## src/shared/line_if_map.svh

```systemverilog
/*
 * Constants of the multirate line interface core: alarm limits, error-rate
 * window, fifo depth and clock rate.
 * Assumes inclusion by bare name from design files.
 */
`ifndef LINE_IF_MAP_SVH
`define LINE_IF_MAP_SVH

// Core clock rate in Hz (period 50 ns)
`define CORE_CLK_HZ 20000000
// Stuck-clock limit in periods, inside the 20..32 band
`define LOC_LIMIT 24
// All-zero limit in line periods, inside the 20..32 band
`define LOS_LIMIT 24
// Error-rate window length in seconds
`define ERR_WINDOW_S 10
// Assumed rate of the error-rate clock in Hz
`define ERR_CLK_HZ 1000
// Window length in error-rate clock ticks
`define ERR_WINDOW_TICKS (`ERR_WINDOW_S * `ERR_CLK_HZ)
// Violations per window above which line quality is flagged
`define CV_THRESHOLD 3
// Receive elastic store depth in symbols
`define RX_FIFO_DEPTH 32
// Width of one line symbol (positive and negative mark)
`define SYM_W 2

`endif

```

## src/shared/line_if_pkg.sv

```systemverilog
/*
 * Types shared by the line interface core: line symbol and source selects.
 * Assumes nothing beyond a SystemVerilog compiler.
 */
package line_if_pkg;

   // One bipolar line symbol: a mark on the positive or negative rail
   typedef struct packed {
      logic pos;
      logic neg;
   } sym_s;

   // Where the terminal-side receive clock comes from
   typedef enum logic [1:0] {
      SRC_LINE,
      SRC_LOOP,
      SRC_AIS
   } src_e;

endpackage

```

## src/rtl/sym_fifo.sv

```systemverilog
/*
 * Flip-flop FIFO with valid/ready on both sides; width and depth are
 * parameters.
 * Assumes one clock, synchronous active-high reset and a clock enable.
 */
`timescale 1ns/1ps

module sym_fifo #(
   parameter int W = 2,
   parameter int DEPTH = 32
) (
   // Clock, reset, enable
   input wire logic clk_i,
   input wire logic srst_i,
   input wire logic ce_i,
   // Fill side
   input wire logic in_valid_i,
   output logic in_ready_o,
   input wire logic [W-1:0] in_data_i,
   // Drain side
   output logic out_valid_o,
   input wire logic out_ready_i,
   output logic [W-1:0] out_data_o
);

   localparam int AW = $clog2(DEPTH);

   logic [W-1:0] mem_q [DEPTH];       // Storage
   logic [AW-1:0] wr_q, wr_d;         // Write index
   logic [AW-1:0] rd_q, rd_d;         // Read index
   logic [AW:0] cnt_q, cnt_d;         // Fill level
   logic push, pop;

   // Honest full and empty straight from the level
   assign in_ready_o = (cnt_q != (AW+1)'(DEPTH));
   assign out_valid_o = (cnt_q != '0);
   assign out_data_o = mem_q[rd_q];
   assign push = in_valid_i & in_ready_o;
   assign pop = out_valid_o & out_ready_i;

   // Next pointers and level
   always_comb begin
      wr_d = wr_q;
      rd_d = rd_q;
      cnt_d = cnt_q;
      if (push) begin
         wr_d = (wr_q == AW'(DEPTH - 1)) ? '0 : wr_q + 1'b1;
      end
      if (pop) begin
         rd_d = (rd_q == AW'(DEPTH - 1)) ? '0 : rd_q + 1'b1;
      end
      if (push && !pop) begin
         cnt_d = cnt_q + 1'b1;
      end else if (pop && !push) begin
         cnt_d = cnt_q - 1'b1;
      end
   end

   // Register state; storage needs no reset
   always_ff @(posedge clk_i) begin
      if (srst_i) begin
         wr_q <= '0;
         rd_q <= '0;
         cnt_q <= '0;
      end else if (ce_i) begin
         wr_q <= wr_d;
         rd_q <= rd_d;
         cnt_q <= cnt_d;
         if (push) begin
            mem_q[wr_q] <= in_data_i;
         end
      end
   end

endmodule

```

## src/rtl/stuck_monitor.sv

```systemverilog
/*
 * Counts ticks while a signal shows no activity; raises an alarm when the
 * count reaches LIMIT and drops it on the first activity.
 * Assumes one clock, synchronous active-high reset and a clock enable.
 */
`timescale 1ns/1ps

module stuck_monitor #(
   parameter int LIMIT = 24
) (
   // Clock, reset, enable
   input wire logic clk_i,
   input wire logic srst_i,
   input wire logic ce_i,
   // Observation
   input wire logic tick_i,
   input wire logic active_i,
   // Result
   output logic alarm_o
);

   localparam int CW = $clog2(LIMIT + 1);

   logic [CW-1:0] cnt_q, cnt_d;   // Quiet ticks seen
   logic alarm_q, alarm_d;        // Alarm state

   assign alarm_o = alarm_q;

   // Activity clears at once; quiet ticks count up to the limit
   always_comb begin
      cnt_d = cnt_q;
      alarm_d = alarm_q;
      if (active_i) begin
         cnt_d = '0;
         alarm_d = 1'b0;
      end else if (tick_i && cnt_q != CW'(LIMIT)) begin
         cnt_d = cnt_q + 1'b1;
         alarm_d = (cnt_q == CW'(LIMIT - 1));
      end
   end

   always_ff @(posedge clk_i) begin
      if (srst_i) begin
         cnt_q <= '0;
         alarm_q <= 1'b0;
      end else if (ce_i) begin
         cnt_q <= cnt_d;
         alarm_q <= alarm_d;
      end
   end

   property p_alarm_rise;
      @(posedge clk_i) disable iff (srst_i)
      ce_i && tick_i && !active_i && cnt_q == CW'(LIMIT - 1) |=> alarm_q;
   endproperty
   a_alarm_rise: assert property (p_alarm_rise)
      else $error("alarm missed at limit");

   property p_alarm_clear;
      @(posedge clk_i) disable iff (srst_i)
      ce_i && active_i |=> !alarm_q && cnt_q == '0;
   endproperty
   a_alarm_clear: assert property (p_alarm_clear)
      else $error("alarm kept after activity");

endmodule

```

## src/rtl/line_if_core.sv

```systemverilog
/*
 * Digital core of a multirate line interface: terminal rail/NRZ I/O, HDB3
 * codec, loopbacks, AIS, clock and signal loss alarms, line quality.
 * Assumes all clock-like inputs are sampled as synchronous levels by the
 * much faster core clock CLK_I; the slicer delivers line marks.
 */
// Summary of operation
// - Rail mode low bypasses codec, rails both ways
// - Rail mode high uses NRZ with HDB3
// - Receive data changes on receive clock falling edge
// - Receive disable low floats data and clocks
// - Rail mode also drives inverted receive clock
// - Transmit data taken on transmit clock rise
// - Stuck transmit clock drives loss alarm low
// - Clock loss after 20-32 periods, clears on edge
// - Transmit AIS low sends all ones
// - Transmit loopback feeds line output to receiver
// - Receive loopback sends receive data to line
// - Receive AIS replaces data, timed by reference
// - Pulse per violation outside HDB3 substitution
// - Count violations over 10 second window
// - Loss of signal shown on active-low alarm
// - Signal loss after 20-32 zeros, clears on return
// - Codec serves the 8448 and 34368 kbit/s rates
// - Line outputs are active low, one per polarity
`timescale 1ns/1ps
`include "line_if_map.svh"

module line_if_core #(
   parameter int LOC_LIMIT = `LOC_LIMIT,
   parameter int LOS_LIMIT = `LOS_LIMIT,
   parameter int WINDOW_TICKS = `ERR_WINDOW_TICKS,
   parameter int CV_THRESHOLD = `CV_THRESHOLD,
   parameter int FIFO_DEPTH = `RX_FIFO_DEPTH
) (
   // Clock, reset, enable
   input wire logic CLK_I,
   input wire logic SRST_I,
   input wire logic CE_I,
   // Mode and control levels
   input wire logic RAIL_MODE_SELECT_N_I,
   input wire logic RX_OUTPUT_DISABLE_N_I,
   input wire logic TX_ALARM_INSERT_N_I,
   input wire logic RX_ALARM_INSERT_N_I,
   input wire logic TX_LOOPBACK_N_I,
   input wire logic RX_LOOPBACK_N_I,
   // Sampled clocks
   input wire logic TX_CLOCK_IN_I,
   input wire logic RX_RECOVERED_CLOCK_I,
   input wire logic REFERENCE_CLOCK_I,
   input wire logic ERROR_RATE_CLOCK_I,
   // Terminal transmit data (positive rail doubles as NRZ data)
   input wire logic TX_POSITIVE_RAIL_I,
   input wire logic TX_NEGATIVE_RAIL_I,
   // Line receive marks from the slicer
   input line_if_pkg::sym_s RX_LINE_I,
   // Terminal receive side, each with its output enable
   output logic RX_POSITIVE_RAIL_O,
   output logic RX_POSITIVE_RAIL_OE_O,
   output logic RX_NEGATIVE_RAIL_O,
   output logic RX_NEGATIVE_RAIL_OE_O,
   output logic RX_CLOCK_OUT_O,
   output logic RX_CLOCK_OUT_OE_O,
   output logic RX_CLOCK_OUT_INV_O,
   output logic RX_CLOCK_OUT_INV_OE_O,
   // Line transmit, active low
   output logic LINE_TX_POSITIVE_N_O,
   output logic LINE_TX_NEGATIVE_N_O,
   // Alarms and monitors
   output logic CODE_VIOLATION_PULSE_O,
   output logic LINE_QUALITY_ALARM_O,
   output logic TX_CLOCK_LOSS_ALARM_N_O,
   output logic RX_SIGNAL_LOSS_ALARM_N_O
);
   import line_if_pkg::*;

   localparam int WW = $clog2(WINDOW_TICKS + 1);

   ////////////////////////////////////////////////////////////////////////
   // Edge sampling and source selection

   logic txc_q, rxc_q, ock_q, bec_q;    // Previous clock levels
   logic nrz, tx_lb, rx_lb, rx_ais;     // Decoded control levels
   logic rx_clk, out_clk;               // Selected clock levels
   logic tx_rise, rx_rise, out_fall, be_rise;
   src_e src;                           // Receive clock source
   sym_s rx_sym;                        // Symbol into the receiver
   sym_s line_q, line_d;                // Symbol on the line output

   assign nrz = RAIL_MODE_SELECT_N_I;
   assign tx_lb = !TX_LOOPBACK_N_I;
   assign rx_lb = !RX_LOOPBACK_N_I;
   assign rx_ais = !RX_ALARM_INSERT_N_I;

   // AIS overrides loopback, which overrides the line
   always_comb begin
      if (rx_ais) begin
         src = SRC_AIS;
      end else if (tx_lb) begin
         src = SRC_LOOP;
      end else begin
         src = SRC_LINE;
      end
   end

   // Loopback takes our own line output, the external line is ignored
   assign rx_clk = tx_lb ? TX_CLOCK_IN_I : RX_RECOVERED_CLOCK_I;
   assign rx_sym = tx_lb ? line_q : RX_LINE_I;

   // Reference clock times receive AIS
   always_comb begin
      case (src)
         SRC_AIS: out_clk = REFERENCE_CLOCK_I;
         SRC_LOOP: out_clk = TX_CLOCK_IN_I;
         SRC_LINE: out_clk = RX_RECOVERED_CLOCK_I;
         default: out_clk = RX_RECOVERED_CLOCK_I;
      endcase
   end

   assign tx_rise = TX_CLOCK_IN_I & ~txc_q;
   assign rx_rise = rx_clk & ~rxc_q;
   assign out_fall = ~out_clk & ock_q;
   assign be_rise = ERROR_RATE_CLOCK_I & ~bec_q;

   ////////////////////////////////////////////////////////////////////////
   // HDB3 encoder and line transmit

   logic [3:0] ed_q, ed_d;    // Pending marks, bit 3 leaves first
   logic [3:0] ev_q, ev_d;    // Violation positions
   logic [1:0] zc_q, zc_d;    // Zeros since last mark
   logic par_q, par_d;        // Odd marks since last violation
   logic pol_q, pol_d;        // Polarity of last mark sent
   logic tx_bit;              // Bit into the encoder
   sym_s enc;                 // Encoder output symbol

   // All ones while transmit AIS is asked for
   assign tx_bit = TX_ALARM_INSERT_N_I ? TX_POSITIVE_RAIL_I : 1'b1;

   // Substitution decided as the fourth zero enters, so the B can still
   // be placed three slots back before it leaves
   always_comb begin
      ed_d = {ed_q[2:0], tx_bit};
      ev_d = {ev_q[2:0], 1'b0};
      zc_d = zc_q;
      par_d = par_q;
      pol_d = pol_q;
      enc = '0;
      if (ev_q[3]) begin
         enc = pol_q ? sym_s'(2'b10) : sym_s'(2'b01);
      end else if (ed_q[3]) begin
         pol_d = ~pol_q;
         enc = pol_d ? sym_s'(2'b10) : sym_s'(2'b01);
      end
      if (tx_bit) begin
         zc_d = '0;
         par_d = ~par_q;
      end else if (zc_q == 2'h3) begin
         ev_d[0] = 1'b1;
         ed_d[3] = ~par_q;
         par_d = 1'b0;
         zc_d = '0;
      end else begin
         zc_d = zc_q + 2'h1;
      end
   end

   // Line output source: loopback, coded NRZ/AIS or raw rails
   always_comb begin
      line_d = line_q;
      if (rx_lb) begin
         if (rx_rise) begin
            line_d = rx_sym;
         end
      end else if (tx_rise) begin
         if (nrz || !TX_ALARM_INSERT_N_I) begin
            line_d = enc;
         end else begin
            line_d = {TX_POSITIVE_RAIL_I, TX_NEGATIVE_RAIL_I};
         end
      end
   end

   ////////////////////////////////////////////////////////////////////////
   // HDB3 decoder and receive store

   logic [3:0] dw_q, dw_d;    // Decoded bits, bit 3 leaves first
   logic dpol_q, dpol_d;      // Polarity of last received mark
   logic cv_q, cv_d;          // Violation pulse
   logic mark, dstep;
   logic fin_ready, fout_valid;
   sym_s fin, fout;

   assign mark = rx_sym.pos | rx_sym.neg;
   // Stalls while the store is full
   assign dstep = rx_rise & fin_ready;

   // A repeated polarity is legal only as 000V or B00V
   always_comb begin
      dw_d = dw_q;
      dpol_d = dpol_q;
      cv_d = 1'b0;
      if (dstep) begin
         dw_d = {dw_q[2:0], mark};
         if (mark) begin
            dpol_d = rx_sym.pos;
            if (rx_sym.pos == dpol_q) begin
               dw_d[0] = 1'b0;
               if (dw_q[2:0] == 3'h4) begin
                  dw_d[3] = 1'b0;
               end else if (dw_q[2:0] != 3'h0) begin
                  dw_d[0] = 1'b1;
                  cv_d = nrz;
               end
            end
         end
      end
   end

   // Codec path in NRZ mode, raw rails in rail mode
   assign fin = nrz ? sym_s'({dw_q[3], 1'b0}) : rx_sym;

   sym_fifo #(
      .W(`SYM_W),
      .DEPTH(FIFO_DEPTH)
   ) u_store (
      .clk_i(CLK_I),
      .srst_i(SRST_I),
      .ce_i(CE_I),
      .in_valid_i(dstep),
      .in_ready_o(fin_ready),
      .in_data_i(fin),
      .out_valid_o(fout_valid),
      .out_ready_i(out_fall && !rx_ais),
      .out_data_o(fout)
   );

   ////////////////////////////////////////////////////////////////////////
   // Terminal receive outputs

   sym_s rd_q, rd_d;          // Receive data driven out
   logic aisp_q, aisp_d;      // Alternating mark for rail AIS
   logic oe_q, oe_n_q, oe_i_q;

   // Data moves only on the falling edge of the clock sent out
   always_comb begin
      rd_d = rd_q;
      aisp_d = aisp_q;
      if (out_fall) begin
         if (rx_ais) begin
            aisp_d = ~aisp_q;
            rd_d = nrz ? sym_s'(2'b10) : {aisp_q, ~aisp_q};
         end else if (fout_valid) begin
            rd_d = fout;
         end else begin
            rd_d = '0;
         end
      end
   end

   ////////////////////////////////////////////////////////////////////////
   // Line quality window

   logic [WW-1:0] wc_q, wc_d;   // Ticks in window
   logic [15:0] vc_q, vc_d;     // Violations in window
   logic lq_q, lq_d;            // Quality flag
   logic wend;

   assign wend = be_rise && (wc_q == WW'(WINDOW_TICKS - 1));

   // Verdict once per window; a violation at the boundary opens the next
   always_comb begin
      wc_d = wc_q;
      vc_d = vc_q;
      lq_d = lq_q;
      if (be_rise) begin
         wc_d = wend ? '0 : wc_q + 1'b1;
      end
      if (wend) begin
         lq_d = (vc_q > 16'(CV_THRESHOLD));
         vc_d = {15'h0, cv_d};
      end else if (cv_d && vc_q != 16'hffff) begin
         vc_d = vc_q + 16'h1;
      end
   end

   ////////////////////////////////////////////////////////////////////////
   // Alarms

   logic loc, los;

   stuck_monitor #(.LIMIT(LOC_LIMIT)) u_loc (
      .clk_i(CLK_I),
      .srst_i(SRST_I),
      .ce_i(CE_I),
      .tick_i(1'b1),
      .active_i(TX_CLOCK_IN_I ^ txc_q),
      .alarm_o(loc)
   );

   stuck_monitor #(.LIMIT(LOS_LIMIT)) u_los (
      .clk_i(CLK_I),
      .srst_i(SRST_I),
      .ce_i(CE_I),
      .tick_i(rx_rise),
      .active_i(rx_rise && mark),
      .alarm_o(los)
   );

   ////////////////////////////////////////////////////////////////////////
   // State registers

   always_ff @(posedge CLK_I) begin
      if (SRST_I) begin
         {txc_q, rxc_q, ock_q, bec_q} <= 4'h0;
         line_q <= '0;
         {ed_q, ev_q} <= 8'h00;
         zc_q <= 2'h0;
         {par_q, pol_q, dpol_q, cv_q, aisp_q} <= 5'h00;
         dw_q <= 4'h0;
         rd_q <= '0;
         {oe_q, oe_n_q, oe_i_q} <= 3'h0;
         wc_q <= '0;
         vc_q <= 16'h0;
         lq_q <= 1'b0;
      end else if (CE_I) begin
         txc_q <= TX_CLOCK_IN_I;
         rxc_q <= rx_clk;
         ock_q <= out_clk;
         bec_q <= ERROR_RATE_CLOCK_I;
         line_q <= line_d;
         if (tx_rise) begin
            {ed_q, ev_q} <= {ed_d, ev_d};
            {zc_q, par_q, pol_q} <= {zc_d, par_d, pol_d};
         end
         {dw_q, dpol_q, cv_q} <= {dw_d, dpol_d, cv_d};
         {rd_q, aisp_q} <= {rd_d, aisp_d};
         oe_q <= RX_OUTPUT_DISABLE_N_I;
         oe_n_q <= RX_OUTPUT_DISABLE_N_I && !nrz;
         oe_i_q <= RX_OUTPUT_DISABLE_N_I && !nrz;
         {wc_q, vc_q, lq_q} <= {wc_d, vc_d, lq_d};
      end
   end

   assign RX_POSITIVE_RAIL_O = rd_q.pos;
   assign RX_NEGATIVE_RAIL_O = rd_q.neg;
   assign RX_POSITIVE_RAIL_OE_O = oe_q;
   assign RX_NEGATIVE_RAIL_OE_O = oe_n_q;
   assign RX_CLOCK_OUT_O = ock_q;
   assign RX_CLOCK_OUT_OE_O = oe_q;
   assign RX_CLOCK_OUT_INV_O = ~ock_q;
   assign RX_CLOCK_OUT_INV_OE_O = oe_i_q;
   assign LINE_TX_POSITIVE_N_O = ~line_q.pos;
   assign LINE_TX_NEGATIVE_N_O = ~line_q.neg;
   assign CODE_VIOLATION_PULSE_O = cv_q;
   assign LINE_QUALITY_ALARM_O = lq_q;
   assign TX_CLOCK_LOSS_ALARM_N_O = ~loc;
   assign RX_SIGNAL_LOSS_ALARM_N_O = ~los;

   ////////////////////////////////////////////////////////////////////////
   // Checks

   property p_rx_float;
      @(posedge CLK_I) disable iff (SRST_I)
      CE_I && !RX_OUTPUT_DISABLE_N_I |=> !RX_POSITIVE_RAIL_OE_O
         && !RX_CLOCK_OUT_OE_O && !RX_CLOCK_OUT_INV_OE_O;
   endproperty
   a_rx_float: assert property (p_rx_float)
      else $error("receive outputs driven while disabled");

   property p_nrz_rn_off;
      @(posedge CLK_I) disable iff (SRST_I)
      CE_I && RAIL_MODE_SELECT_N_I |=> !RX_NEGATIVE_RAIL_OE_O;
   endproperty
   a_nrz_rn_off: assert property (p_nrz_rn_off)
      else $error("negative rail driven in NRZ mode");

   property p_data_on_fall;
      @(posedge CLK_I) disable iff (SRST_I)
      $changed(rd_q) |-> $fell(RX_CLOCK_OUT_O);
   endproperty
   a_data_on_fall: assert property (p_data_on_fall)
      else $error("receive data moved off the falling edge");

   property p_cv_pulse;
      @(posedge CLK_I) disable iff (SRST_I)
      CODE_VIOLATION_PULSE_O |-> $past(RAIL_MODE_SELECT_N_I)
         ##1 (!CODE_VIOLATION_PULSE_O || !$stable(CE_I) || CE_I);
   endproperty
   a_cv_pulse: assert property (p_cv_pulse)
      else $error("violation pulse in rail mode");

   property p_rx_loop;
      @(posedge CLK_I) disable iff (SRST_I)
      CE_I && rx_lb && rx_rise |=> LINE_TX_POSITIVE_N_O == !$past(rx_sym.pos)
         && LINE_TX_NEGATIVE_N_O == !$past(rx_sym.neg);
   endproperty
   a_rx_loop: assert property (p_rx_loop)
      else $error("receive loopback not on line output");

   property p_rx_ais;
      @(posedge CLK_I) disable iff (SRST_I)
      CE_I && rx_ais && nrz && out_fall |=> RX_POSITIVE_RAIL_O;
   endproperty
   a_rx_ais: assert property (p_rx_ais)
      else $error("receive AIS not all ones");

   property p_quality;
      @(posedge CLK_I) disable iff (SRST_I)
      CE_I && wend |=> LINE_QUALITY_ALARM_O == ($past(vc_q) > 16'(CV_THRESHOLD));
   endproperty
   a_quality: assert property (p_quality)
      else $error("line quality verdict wrong");

   property p_loc_clear;
      @(posedge CLK_I) disable iff (SRST_I)
      CE_I && (TX_CLOCK_IN_I != txc_q) |=> TX_CLOCK_LOSS_ALARM_N_O;
   endproperty
   a_loc_clear: assert property (p_loc_clear)
      else $error("clock loss alarm kept after an edge");

endmodule

```

## config.mk

```make
export PLATFORM = sky130hd
export DESIGN_NAME = line_if_core
export DESIGN_NICKNAME = d
export VERILOG_FILES = /design/src/shared/line_if_pkg.sv /design/src/rtl/sym_fifo.sv /design/src/rtl/stuck_monitor.sv /design/src/rtl/line_if_core.sv
export VERILOG_INCLUDE_DIRS = /design/src /design/src/shared
export SDC_FILE = /design/constraint.sdc
export NUM_CORES = 1
export LEC_CHECK = 0
export ABC_AREA = 1
export BUFFER_PORTS_ARGS = -buffer_cell sky130_fd_sc_hd__buf_2
export CAP_MARGIN = 20
export CORE_MARGIN = 2
export CORE_UTILIZATION = 25
export DETAILED_ROUTE_END_ITERATION = 7
export GPL_TIMING_DRIVEN = 0
export MAX_ROUTING_LAYER = met4
export PLACE_DENSITY = 0.37
export SLEW_MARGIN = 20
export SYNTH_ARGS = -nofsm -noshare
export SYNTH_HDL_FRONTEND = slang
export SYNTH_SLANG_ARGS = --single-unit
```

## constraint.sdc

```tcl
create_clock -name CLK_I -period 2.7 [get_ports CLK_I]
set_input_delay 0.135 -clock CLK_I [delete_from_list [all_inputs] [get_ports CLK_I]]
set_output_delay 0.135 -clock CLK_I [all_outputs]
set_load 0.01 [all_outputs]
```

# After elaboration in Yosys (flattened, before gate mapping)
# Memory sizes are Yosys's and may differ from the RTL's. A register that Yosys moved wholly into a read port is not among the register bits.
# Cells that the tools add are included.
[word_totals] ff_bits=88 latch_bits=0 ramBits=64 romBits=0 inputBits=17 out_inout_bits=14 word_cells=174 mem_count=1
[mem_list] memory="u_store.mem_q" depth=32 width=2 read_ports=1 rd_ports_with_merged_regs=1 write_ports=1 line="sym_fifo.sv:28" source="logic [W-1:0] mem_q [DEPTH];"
[classes] add_sub_neg=9 mul=0 div_mod_pow=0 n_lt_le_gt_ge=1 n_eq_ne=15 shifts=0 muxes=59 bitwise=23 reduce_logical=37
[op_table] operator="2-to-1 mux 5 bit" count=8
[op_table] operator="2-to-1 mux 16 bit" count=2
[op_table] operator="2-to-1 mux 2 bit" count=16
[op_table] operator="2-to-1 mux 1 bit" count=29
[op_table] operator="AND reduction 2 bit" count=11
[op_table] operator="adder 5 x 1 -> 5 bit, second input constant" count=4
[op_table] operator="== test 5 bit, second input constant" count=4
[op_table] operator="adder 16 x 1 -> 16 bit, second input constant" count=1
[op_table] operator="> comparator 16 x 2 -> 1 bit, second input constant" count=1
[op_table] operator="!= test 16 bit, second input constant" count=1
[op_table] operator="adder 14 x 1 -> 14 bit, second input constant" count=1
[op_table] operator="== test 14 bit, second input constant" count=1
[op_table] operator="2-to-1 mux 14 bit" count=1
[op_table] operator="NOT 1 bit" count=14
[op_table] operator="2-to-1 mux 6 bit" count=2
[op_table] operator="AND reduction 3 bit" count=4
[op_table] operator="nonzero test 2 bit" count=6
[op_table] operator="!= test 5 bit, second input constant" count=2
[op_table] operator="logical AND 1 bit" count=8
[op_table] operator="bitwise AND 1 bit" count=7
[op_table] operator="adder 6 x 1 -> 6 bit, second input constant" count=1
[op_table] operator="!= test 6 bit, second input constant" count=1
[op_table] operator="nonzero test 6 bit" count=1
[op_table] operator="subtractor 6 x 1 -> 6 bit, second input constant" count=1
[op_table] operator="13 further kinds" count=17

# Longest topological paths before layout
# Gate-level depths: netlist of run 1.
[logic_depth] depth_word=12 ltp_mapped=21 depth_no_buf=21

# Hierarchy
# Synthesis of run 1 repeated with hierarchy kept, for this count alone.
[unflattened] hier_cells=1069 hier_area_um2=8271.7
[modules_own_cells] mod="sym_fifo" n_inst=1 cells_per_inst=411 area_per_inst_um2=4000.1 seq_area_each_um2=2342.2
[modules_own_cells] mod="line_if_core" n_inst=1 cells_per_inst=536 area_per_inst_um2=3445.8 seq_area_each_um2=1201.2
[modules_own_cells] mod="stuck_monitor" n_inst=2 cells_per_inst=61 area_per_inst_um2=412.9 seq_area_each_um2=120.1

# Least setup slack after synthesis of run 1
# OpenSTA, ideal clock, no wires.
[synth_timing] kind="register -> register" start="register line_q[1] (netlist name)" end="memory u_store.mem_q[0][1] (data pin)" setup_ns=0.454 t_arrival_ns=1.955 t_required_ns=2.246 path_slack_ns=0.291 path_stages_with_launch=5 n_path_buf=0 synth_period_minus_slack_ns=2.409 path_cell_list="dfxtp_1 -> inv_1 -> o21ai_2 -> inv_1 -> o21ai_0"
[synth_rtl] item="from (decl)" line="line_if_core.sv:88" source="sym_s line_q, line_d;"
[synth_rtl] item="from (signal assigned)" line="line_if_core.sv:330" source="line_q <= line_d;"
[synth_rtl] item="to (decl)" line="sym_fifo.sv:28"

# Worst setup path in the final report of run 1
[layout_timing] start="register u_store.cnt_q[1]" end="register u_store.cnt_q[5]"
[layout_between] elab_chain_cells=7 word_cells_on_any_way=15 cone_classes="2 x add/sub; 1 x eq/ne; 2 x mux; 3 x bitwise; 7 x reduce/logical"
[layout_lines] item="from (decl)" line="sym_fifo.sv:31" source="logic [AW:0] cnt_q, cnt_d;"
[layout_lines] item="from (signal assigned)" line="sym_fifo.sv:68" source="cnt_q <= cnt_d;"
[layout_lines] item="!= test 6 bit" line="sym_fifo.sv:35" source="assign in_ready_o = (cnt_q != (AW+1)'(DEPTH));"
[layout_lines] item="bitwise AND 1 bit" line="line_if_core.sv:195" source="assign dstep = rx_rise & fin_ready;"
[layout_lines] item="bitwise AND 1 bit" line="sym_fifo.sv:38" source="assign push = in_valid_i & in_ready_o;"
[layout_lines] item="zero test 1 bit" line="sym_fifo.sv:54" source="end else if (pop && !push) begin"
[layout_lines] item="logical AND 1 bit" line="sym_fifo.sv:54"
[layout_lines] item="nonzero test 2 bit (no source line)"
[layout_lines] item="AND reduction 2 bit (no source line)"
# Parallel ways exist; a longest one is shown, timed or not. The select of a mux whose other input is x is not followed.
# A chain may end at the register's enable or synchronous reset.

==> reports/qor.json, run 1 <==
{
  "finalSetupViolCount": 0,
  "syn_nets": 959,
  "gp_congestion": 0.7954,
  "grtUsageMet1_pct": 19.03,
  "crit_chain": "nor2_1, nand2_1, inv_1, nand3_1, nand2_2, inv_1, ha_4, inv_2, ha_4, a21oi_1, nand2_1, nand2_1, nand2_1, a21oi_2, nor2_1, nor2_1, nand2_1, nand2_1, nand2_1, nor2_1",
  "synth_async_sr_flop_share_pct": 0,
  "core_region_area_sq_um": 29800,
  "design.die.area_sq_um": 31750,
  "globalRouteOverflowTotal": 0,
  "finish.cell_count_without_fillers": 1376,
  "clock_tree.root_cell": "sky130_fd_sc_hd__clkbuf_16",
  "placementRows": 63,
  "cp_slowest_cell": "sky130_fd_sc_hd__dfxtp_2",
  "area_delta_synth_final_pct": 17.80,
  "timing_worst_setup_path_type": "reg2reg",
  "cts_max_level": 4,
  "routed_wire_length_per_instance_um": 15.23,
  "final_period_minus_worst_setup_slack_ns": 2.404,
  "dp_hpwl_mm": 14.82,
  "leak_pwr_nw": 3.315,
  "worst_setup_path_start_kind": "flip-flop",
  "type_of_the_most_critical_hold_path": "in2reg",
  "number_of_warning_messages_in_the_yosys_log": 0,
  "clock.fmax_ghz": 0.4159,
  "detail_route.vias_per_cell": 4.473,
  "post-place-cells": 1342,
  "synth_edf_count": 64,
  "synth_seq_cells": 157,
  "initial_core_util_pct": 25.46,
  "clk_path_buf_depth": 2,
  "final_common_cell": "sky130_fd_sc_hd__nand2_1",
  "num-nets-final": 1010,
  "drt_first_iter_violations": 350,
  "synth_largest_area_cell": "sky130_fd_sc_hd__edfxtp_1",
  "synthFlopType": "sky130_fd_sc_hd__dfxtp_1",
  "io_buffers": 29,
  "finalWirelength_mm": 20.96,
  "rsz0062_at_grt": "no",
  "grtUsageTotal_pct": 14.16,
  "setup_total_negative_slack_ns": 0,
  "syn-mean-instance-area_sq_um": 8.237,
  "maxSlewViolCount": 0,
  "die-height_um": 178.2,
  "largest_fanout_of_any_net_on_the_critical_path": 5,
  "drive_above_1_share_pct": 13.30,
  "ir_drop_v": 0.0003618,
  "maxCapViolCount": 0,
  "grt.busiest_layer": "met2",
  "arrival_ns": 2.77,
  "dominant_cell_type_by_count_on_the_critical_path": "sky130_fd_sc_hd__nand2_1",
  "top_level_ports": 31,
  "required_ns": 3.07,
  "most-common-layout-cells": "144 x sky130_fd_sc_hd__nand2_1, 139 x sky130_fd_sc_hd__nor2_1, 90 x sky130_fd_sc_hd__inv_1",
  "grt_pass1_vias": 5975,
  "drtAntennaViolNets": 0,
  "drc": 0,
  "timing.critical_path.slowest_cell_delay_ns": 0.34,
  "grt_pass1_wl_mm": 33.42,
  "slew-limit-headroom_pct": 46.27,
  "finClkSkew_ns": 0.01927,
  "result_of_the_run": "finished, final reports clean",
  "grt_util_met2_pct": 22.29,
  "antenna_violations_before_repair": 1,
  "end_kind": "flip-flop",
  "first_pass_iters": 6,
  "tritoncts": "yes",
  "yosys.cell_types.count": 43,
  "layout_worst_path_cycle_share_pct": 89.05,
  "grt_max_degree": 33,
  "clk_pin_slew_worst_paths_ns": 0.08,
  "pwr_density_cell_nw_per_um2": 616.4,
  "clock_sinks": 157,
  "report.final.hold_viol_count": 0,
  "num_vias": 6155,
  "synth-seq-area-share_pct": 49.88,
  "tightest_slew_ns": 0.8059,
  "postSynthCellCount": 921,
  "mappedNetlistArea_sq_um": 7586,
  "met3_usage_pct": 2.600,
  "fp.dieW_um": 178.2,
  "ys_top_cells_by_area": "sky130_fd_sc_hd__edfxtp_1 25%, sky130_fd_sc_hd__dfxtp_1 25%, sky130_fd_sc_hd__nand2_1 7.1%, sky130_fd_sc_hd__nor2_1 6.9%, sky130_fd_sc_hd__nand3_1 5.3%",
  "clk-insertion-delay-late_ns": 0.43,
  "num-fill-cells": 3276,
  "cts_buffers": 17,
  "post-synth-top-area-fraction_pct": 25.33
}
## worst max-delay path, delay by kind of cell, from the launching register on
| kind | cells | cell delay [ns] |
|---|---|---|
| AO/OA/AOI/OAI | 2 | 0.27 |
| adder cells (fa/ha/maj) | 2 | 0.41 |
| buffers and inverters | 3 | 0.29 |
| flip-flops | 1 | 0.34 |
| AND/OR/NAND/NOR | 13 | 1.03 |
## routing by layer
metal  wire [um]  up-vias  share of wire [%]
met1       10570     2851                 50
li1            -     3200                  -
met3         674       14                3.2
met5           0        -                  0
met4         169        0               0.81
met2        9543       90                 46
## synth_stat cells, types with 2 or more instances
master	instances
sky130_fd_sc_hd__o21ai_1	4
sky130_fd_sc_hd__a31oi_1	3
sky130_fd_sc_hd__edfxtp_1	64
sky130_fd_sc_hd__or2_2	2
sky130_fd_sc_hd__nor2_4	3
sky130_fd_sc_hd__nor3b_1	4
sky130_fd_sc_hd__a211oi_1	5
sky130_fd_sc_hd__inv_2	6
sky130_fd_sc_hd__o21ai_0	58
sky130_fd_sc_hd__buf_2	4
sky130_fd_sc_hd__nand3b_1	3
sky130_fd_sc_hd__dfxtp_1	93
sky130_fd_sc_hd__a21oi_2	10
sky130_fd_sc_hd__o211ai_1	11
sky130_fd_sc_hd__nand4_1	14
sky130_fd_sc_hd__nor4_1	8
sky130_fd_sc_hd__buf_4	3
sky130_fd_sc_hd__clkbuf_1	21
sky130_fd_sc_hd__nand2_4	2
sky130_fd_sc_hd__xnor2_1	4
sky130_fd_sc_hd__xor2_1	15
sky130_fd_sc_hd__nand2_1	144
sky130_fd_sc_hd__ha_1	20
sky130_fd_sc_hd__nor2_2	6
sky130_fd_sc_hd__a21oi_1	57
sky130_fd_sc_hd__inv_1	92
sky130_fd_sc_hd__nand3_1	81
sky130_fd_sc_hd__nor3_1	17
sky130_fd_sc_hd__nor2_1	140
sky130_fd_sc_hd__nand2_2	14
## power breakdown
part / leakage (nW) / internal (mW) / switching, mW
clock: 0.296 / 1.26 / 1.19
combinational: 1.67 / 0.166 / 0.321
sequential: 1.34 / 2.52 / 0.0434
total: 3.31 / 3.95 / 1.56
## worst paths after layout
path | start | endpoint | slack (ns) | depth (start not counted)
worst max register to register | u_store.cnt_q[1] | u_store.cnt_q[5] | 0.30 | 20
worst max-delay path | u_store.cnt_q[1] | u_store.cnt_q[5] | 0.30 | 20
worst min-delay path | RX_LOOPBACK_N_I | line_q[0] | 0.03 | 3
worst min register to register | bec_q | bec_q | 0.45 | 2
## cell type report
type	instances	area [sq um]	area share (%)
flip-flops and latches	157	3789	42.40
multi-input cells	636	3342	37.40
well taps	390	488.0	5.461
clock buffers	17	425.4	4.761
inverters	98	367.9	4.116
repair buffers	32	202.7	2.268
clock inverters	15	173.9	1.946
plain buffers	30	145.1	1.624
diodes	1	2.502	0.02800
## metrics by stage
stage / cell area (sq um) / utilization, % / setup slack [ns] / power (mW) / hold WS, ns
finish: 8936 / 29.99 / 0.2955 / 5.508 / 0.03481
global placement: 8219 / 27.58 / -1.953 / 3.088 / 0.4352
global route: 8936 / 29.99 / 0.01361 / 5.764 / 0.04366
CTS: 8902 / 29.88 / 0.03225 / 5.593 / 0.01832
detailed placement: 8285 / 27.81 / -0.07693 / 3.102 / 0.4368
floorplan: 7586 / - / 0.2913 / 2.923 / 0.2834
## sequential cells by signal, summed over array words and instances, names as in the netlist, 4 cells and up, named ones only
name and flops:
u_store.cnt_q 6, u_store.mem_q 64, u_los.cnt_q 5, u_loc.cnt_q 5
wc_q 14, ev_q 4, dw_q 4, u_store.wr_q 5
u_store.rd_q 5, ed_q 4, vc_q 16
## timing repair
item	4_1_cts	5_1_grt
hold buffers	1	0
gates resized for setup	3	8
hold endpoints to repair	1	0
setup endpoints to repair	1	1
setup buffers	0	0
## kinds of logic (layout without fill, tap and decap cells)
group           after synthesis  count (layout)  share of synthesized area (%)
buf+inv                     128             192                          6.762
fa+ha+maj                    21              21                          3.563
other cells                   0               1                              0
simple gates                442             442                          26.13
flops                       157             157                          49.88
compound gates              154             154                          11.48
xor+xnor                     19              19                          2.194
Note: power is estimated with default switching activity, not from simulation.
==> run 2, diff against run 1 <==
Settings changed: BUFFER_PORTS_ARGS -buffer_cell sky130_fd_sc_hd__buf_2 to default, DONT_BUFFER_PORTS from default to 1, PLACE_DENSITY 0.37 to 0.36.
==> reports/qor.json, run 2 (synthesis gave the netlist of run 1 again) <==
{
  "clk_pin_slew_worst_paths_ns": 0.07,
  "pwr-share-seq_pct": 47.5,
  "antenna-diode-count": 0,
  "maxCapViolCount": 0,
  "cts_buffers": 17,
  "layout_worst_path_cycle_share_pct": 89.45,
  "dp_hpwl_mm": 14.94,
  "gp_congestion": 0.7712,
  "finalWirelength_mm": 21.26,
  "end_kind": "flip-flop",
  "share_clk_of_total_power_pct": 43.7,
  "initial_core_util_pct": 25.46,
  "comb_power_share_pct": 8.7,
  "routed_wire_length_per_instance_um": 15.69,
  "grtUsageTotal_pct": 14.47,
  "io_buffers": 0,
  "rsz0062_at_grt": "no",
  "grt_pass1_wl_mm": 33.97,
  "first_pass_iters": 5,
  "tritoncts": "yes",
  "report.final.hold_viol_count": 0,
  "grt_max_degree": 32,
  "detail_route.vias_per_cell": 4.506,
  "required_ns": 3.07,
  "pwr_density_cell_nw_per_um2": 611.6,
  "result_of_the_run": "finished, final reports clean",
  "final_common_cell": "sky130_fd_sc_hd__nand2_1",
  "placementRows": 63,
  "type_of_the_most_critical_hold_path": "in2reg",
  "finClkSkew_ns": 0.01240,
  "clock_tree.root_cell": "sky130_fd_sc_hd__clkbuf_16",
  "tightest_slew_ns": 0.8238,
  "clk_path_buf_depth": 2,
  "detailedPlace.worstSlack_ns": -0.07592,
  "clock.fmax_ghz": 0.4141,
  "drc": 0,
  "die-height_um": 178.2,
  "leak_pwr_nw": 3.206,
  "worst_setup_margin_ns": 0.2849,
  "top_register": "u_store.mem_q",
  "power.switching_mw": 1.437,
  "largest_fanout_of_any_net_on_the_critical_path": 5,
  "timing_worst_setup_path_type": "reg2reg",
  "core_region_area_sq_um": 29800,
  "whs_ns": 0.02353,
  "ir_drop_v": 0.0002893,
  "p_int_mw": 3.975,
  "arrival_ns": 2.78,
  "drt_first_iter_violations": 399,
  "globalRouteOverflowTotal": 0,
  "largest_reg_flops": 64,
  "drtAntennaViolNets": 0,
  "clk-insertion-delay-late_ns": 0.43,
  "fp.dieW_um": 178.2,
  "r2r_setup_slack_ns": 0.28,
  "worst_setup_path_start_kind": "flip-flop",
  "layout_top_registers": "u_store.mem_q: 64 flops, vc_q: 16 flops, wc_q: 14 flops",
  "design.die.area_sq_um": 31750,
  "maxSlewViolCount": 0,
  "most-common-layout-cells": "144 x sky130_fd_sc_hd__nand2_1, 139 x sky130_fd_sc_hd__nor2_1, 91 x sky130_fd_sc_hd__inv_1",
  "sw_frac_of_total_pct": 26.56,
  "clock_sinks": 157,
  "grt_pass1_vias": 6060,
  "slew-limit-headroom_pct": 45.08,
  "cts_max_level": 4,
  "finalSetupViolCount": 0,
  "area_delta_synth_final_pct": 16.66,
  "num-nets-final": 990,
  "setup_total_negative_slack_ns": 0,
  "antenna_violations_before_repair": 0,
  "drive_above_1_share_pct": 10.36,
  "final_period_minus_worst_setup_slack_ns": 2.415,
  "num_vias": 6106,
  "top_level_ports": 31
}
[run 2: cell count changes in the layout (fill, tap and decap cells not counted), sizes merged]
cell / before / now
dlygate4sd3: 1 / 10
diode: 1 / 0
buf: 40 / 11
inv: 109 / 104
clkinvlp: 0 / 3
clkbuf: 38 / 39
bufinv: 0 / 1
[run 2: metrics by stage]
stage	instance area, sq um	total power [mW]	utilization (%)	instances
after global routing	8850	5.650	29.70	1355
after detailed placement	8140	3.072	27.32	1313
final	8850	5.412	29.70	1355
after global placement	8074	3.064	27.10	1311
after floorplan	7586	2.923	-	921
after CTS	8808	5.472	29.56	1355
[run 2: worst paths after layout]
check                       from                 end  cells past startpoint
max             u_store.cnt_q[1]    u_store.cnt_q[5]                     21
min reg2reg                bec_q               bec_q                      2
min          RX_ALARM_INSERT_N_I  RX_NEGATIVE_RAIL_O                      4
max reg2reg     u_store.cnt_q[1]    u_store.cnt_q[5]                     21
[run 2: per-layer routing]
| metal | GRT usage (%) | share of wire (%) |
|---|---|---|
| met2 | 22.77 | 46 |
| met3 | 2.515 | 2.6 |
| met5 | - | 0 |
| met1 | 19.20 | 50 |
| met4 | 3.963 | 0.86 |
[run 2: repair_timing]
item | 4_1_cts | 5_1_grt
pin swaps | 0 | 0
buffers inserted | 0 | 0
resized for setup | 3 | 9
hold buffers | 10 | 0
hold endpoints to repair | 20 | 0
setup endpoints to repair | 1 | 1
[run 2: layout make-up]
type,instances,area [sq um]
Clock inverter,14,131.4
Inverter,98,367.9
Timing Repair Buffer,12,147.6
Multi-Input combinational cell,636,3352
Tap cell,390,488.0
Sequential cell,157,3789
Buffer,30,145.1
Fill cell,3250,20950
Clock buffer,18,429.2
[run 2: power groups by stage]
stage	registers, mW	logic, mW	clock network, mW
after floorplan	2.61	0.313	0
after global placement	2.63	0.436	0
after detailed placement	2.62	0.449	0
after CTS	2.57	0.470	2.43
after global routing	2.58	0.544	2.52
final	2.57	0.473	2.37
[run 2: critical path, cell delays in order, from the launching register on]
cell and delay, ns:
sky130_fd_sc_hd__dfxtp_2 0.34, sky130_fd_sc_hd__nor2_1 0.11, sky130_fd_sc_hd__nand2_1 0.07, sky130_fd_sc_hd__inv_1 0.10, sky130_fd_sc_hd__nand3_2 0.11, sky130_fd_sc_hd__nand2_1 0.08, sky130_fd_sc_hd__inv_1 0.07, sky130_fd_sc_hd__nand2_1 0.14
sky130_fd_sc_hd__ha_4 0.17, sky130_fd_sc_hd__inv_2 0.07, sky130_fd_sc_hd__ha_4 0.24, sky130_fd_sc_hd__a21oi_1 0.13, sky130_fd_sc_hd__nand2_1 0.09, sky130_fd_sc_hd__nand2_1 0.07, sky130_fd_sc_hd__nand2_1 0.06, sky130_fd_sc_hd__a21oi_2 0.14
sky130_fd_sc_hd__nor2_1 0.05, sky130_fd_sc_hd__nor2_1 0.08, sky130_fd_sc_hd__nand2_1 0.07, sky130_fd_sc_hd__nand2_1 0.05, sky130_fd_sc_hd__nand2_1 0.04, sky130_fd_sc_hd__nor2_1 0.09
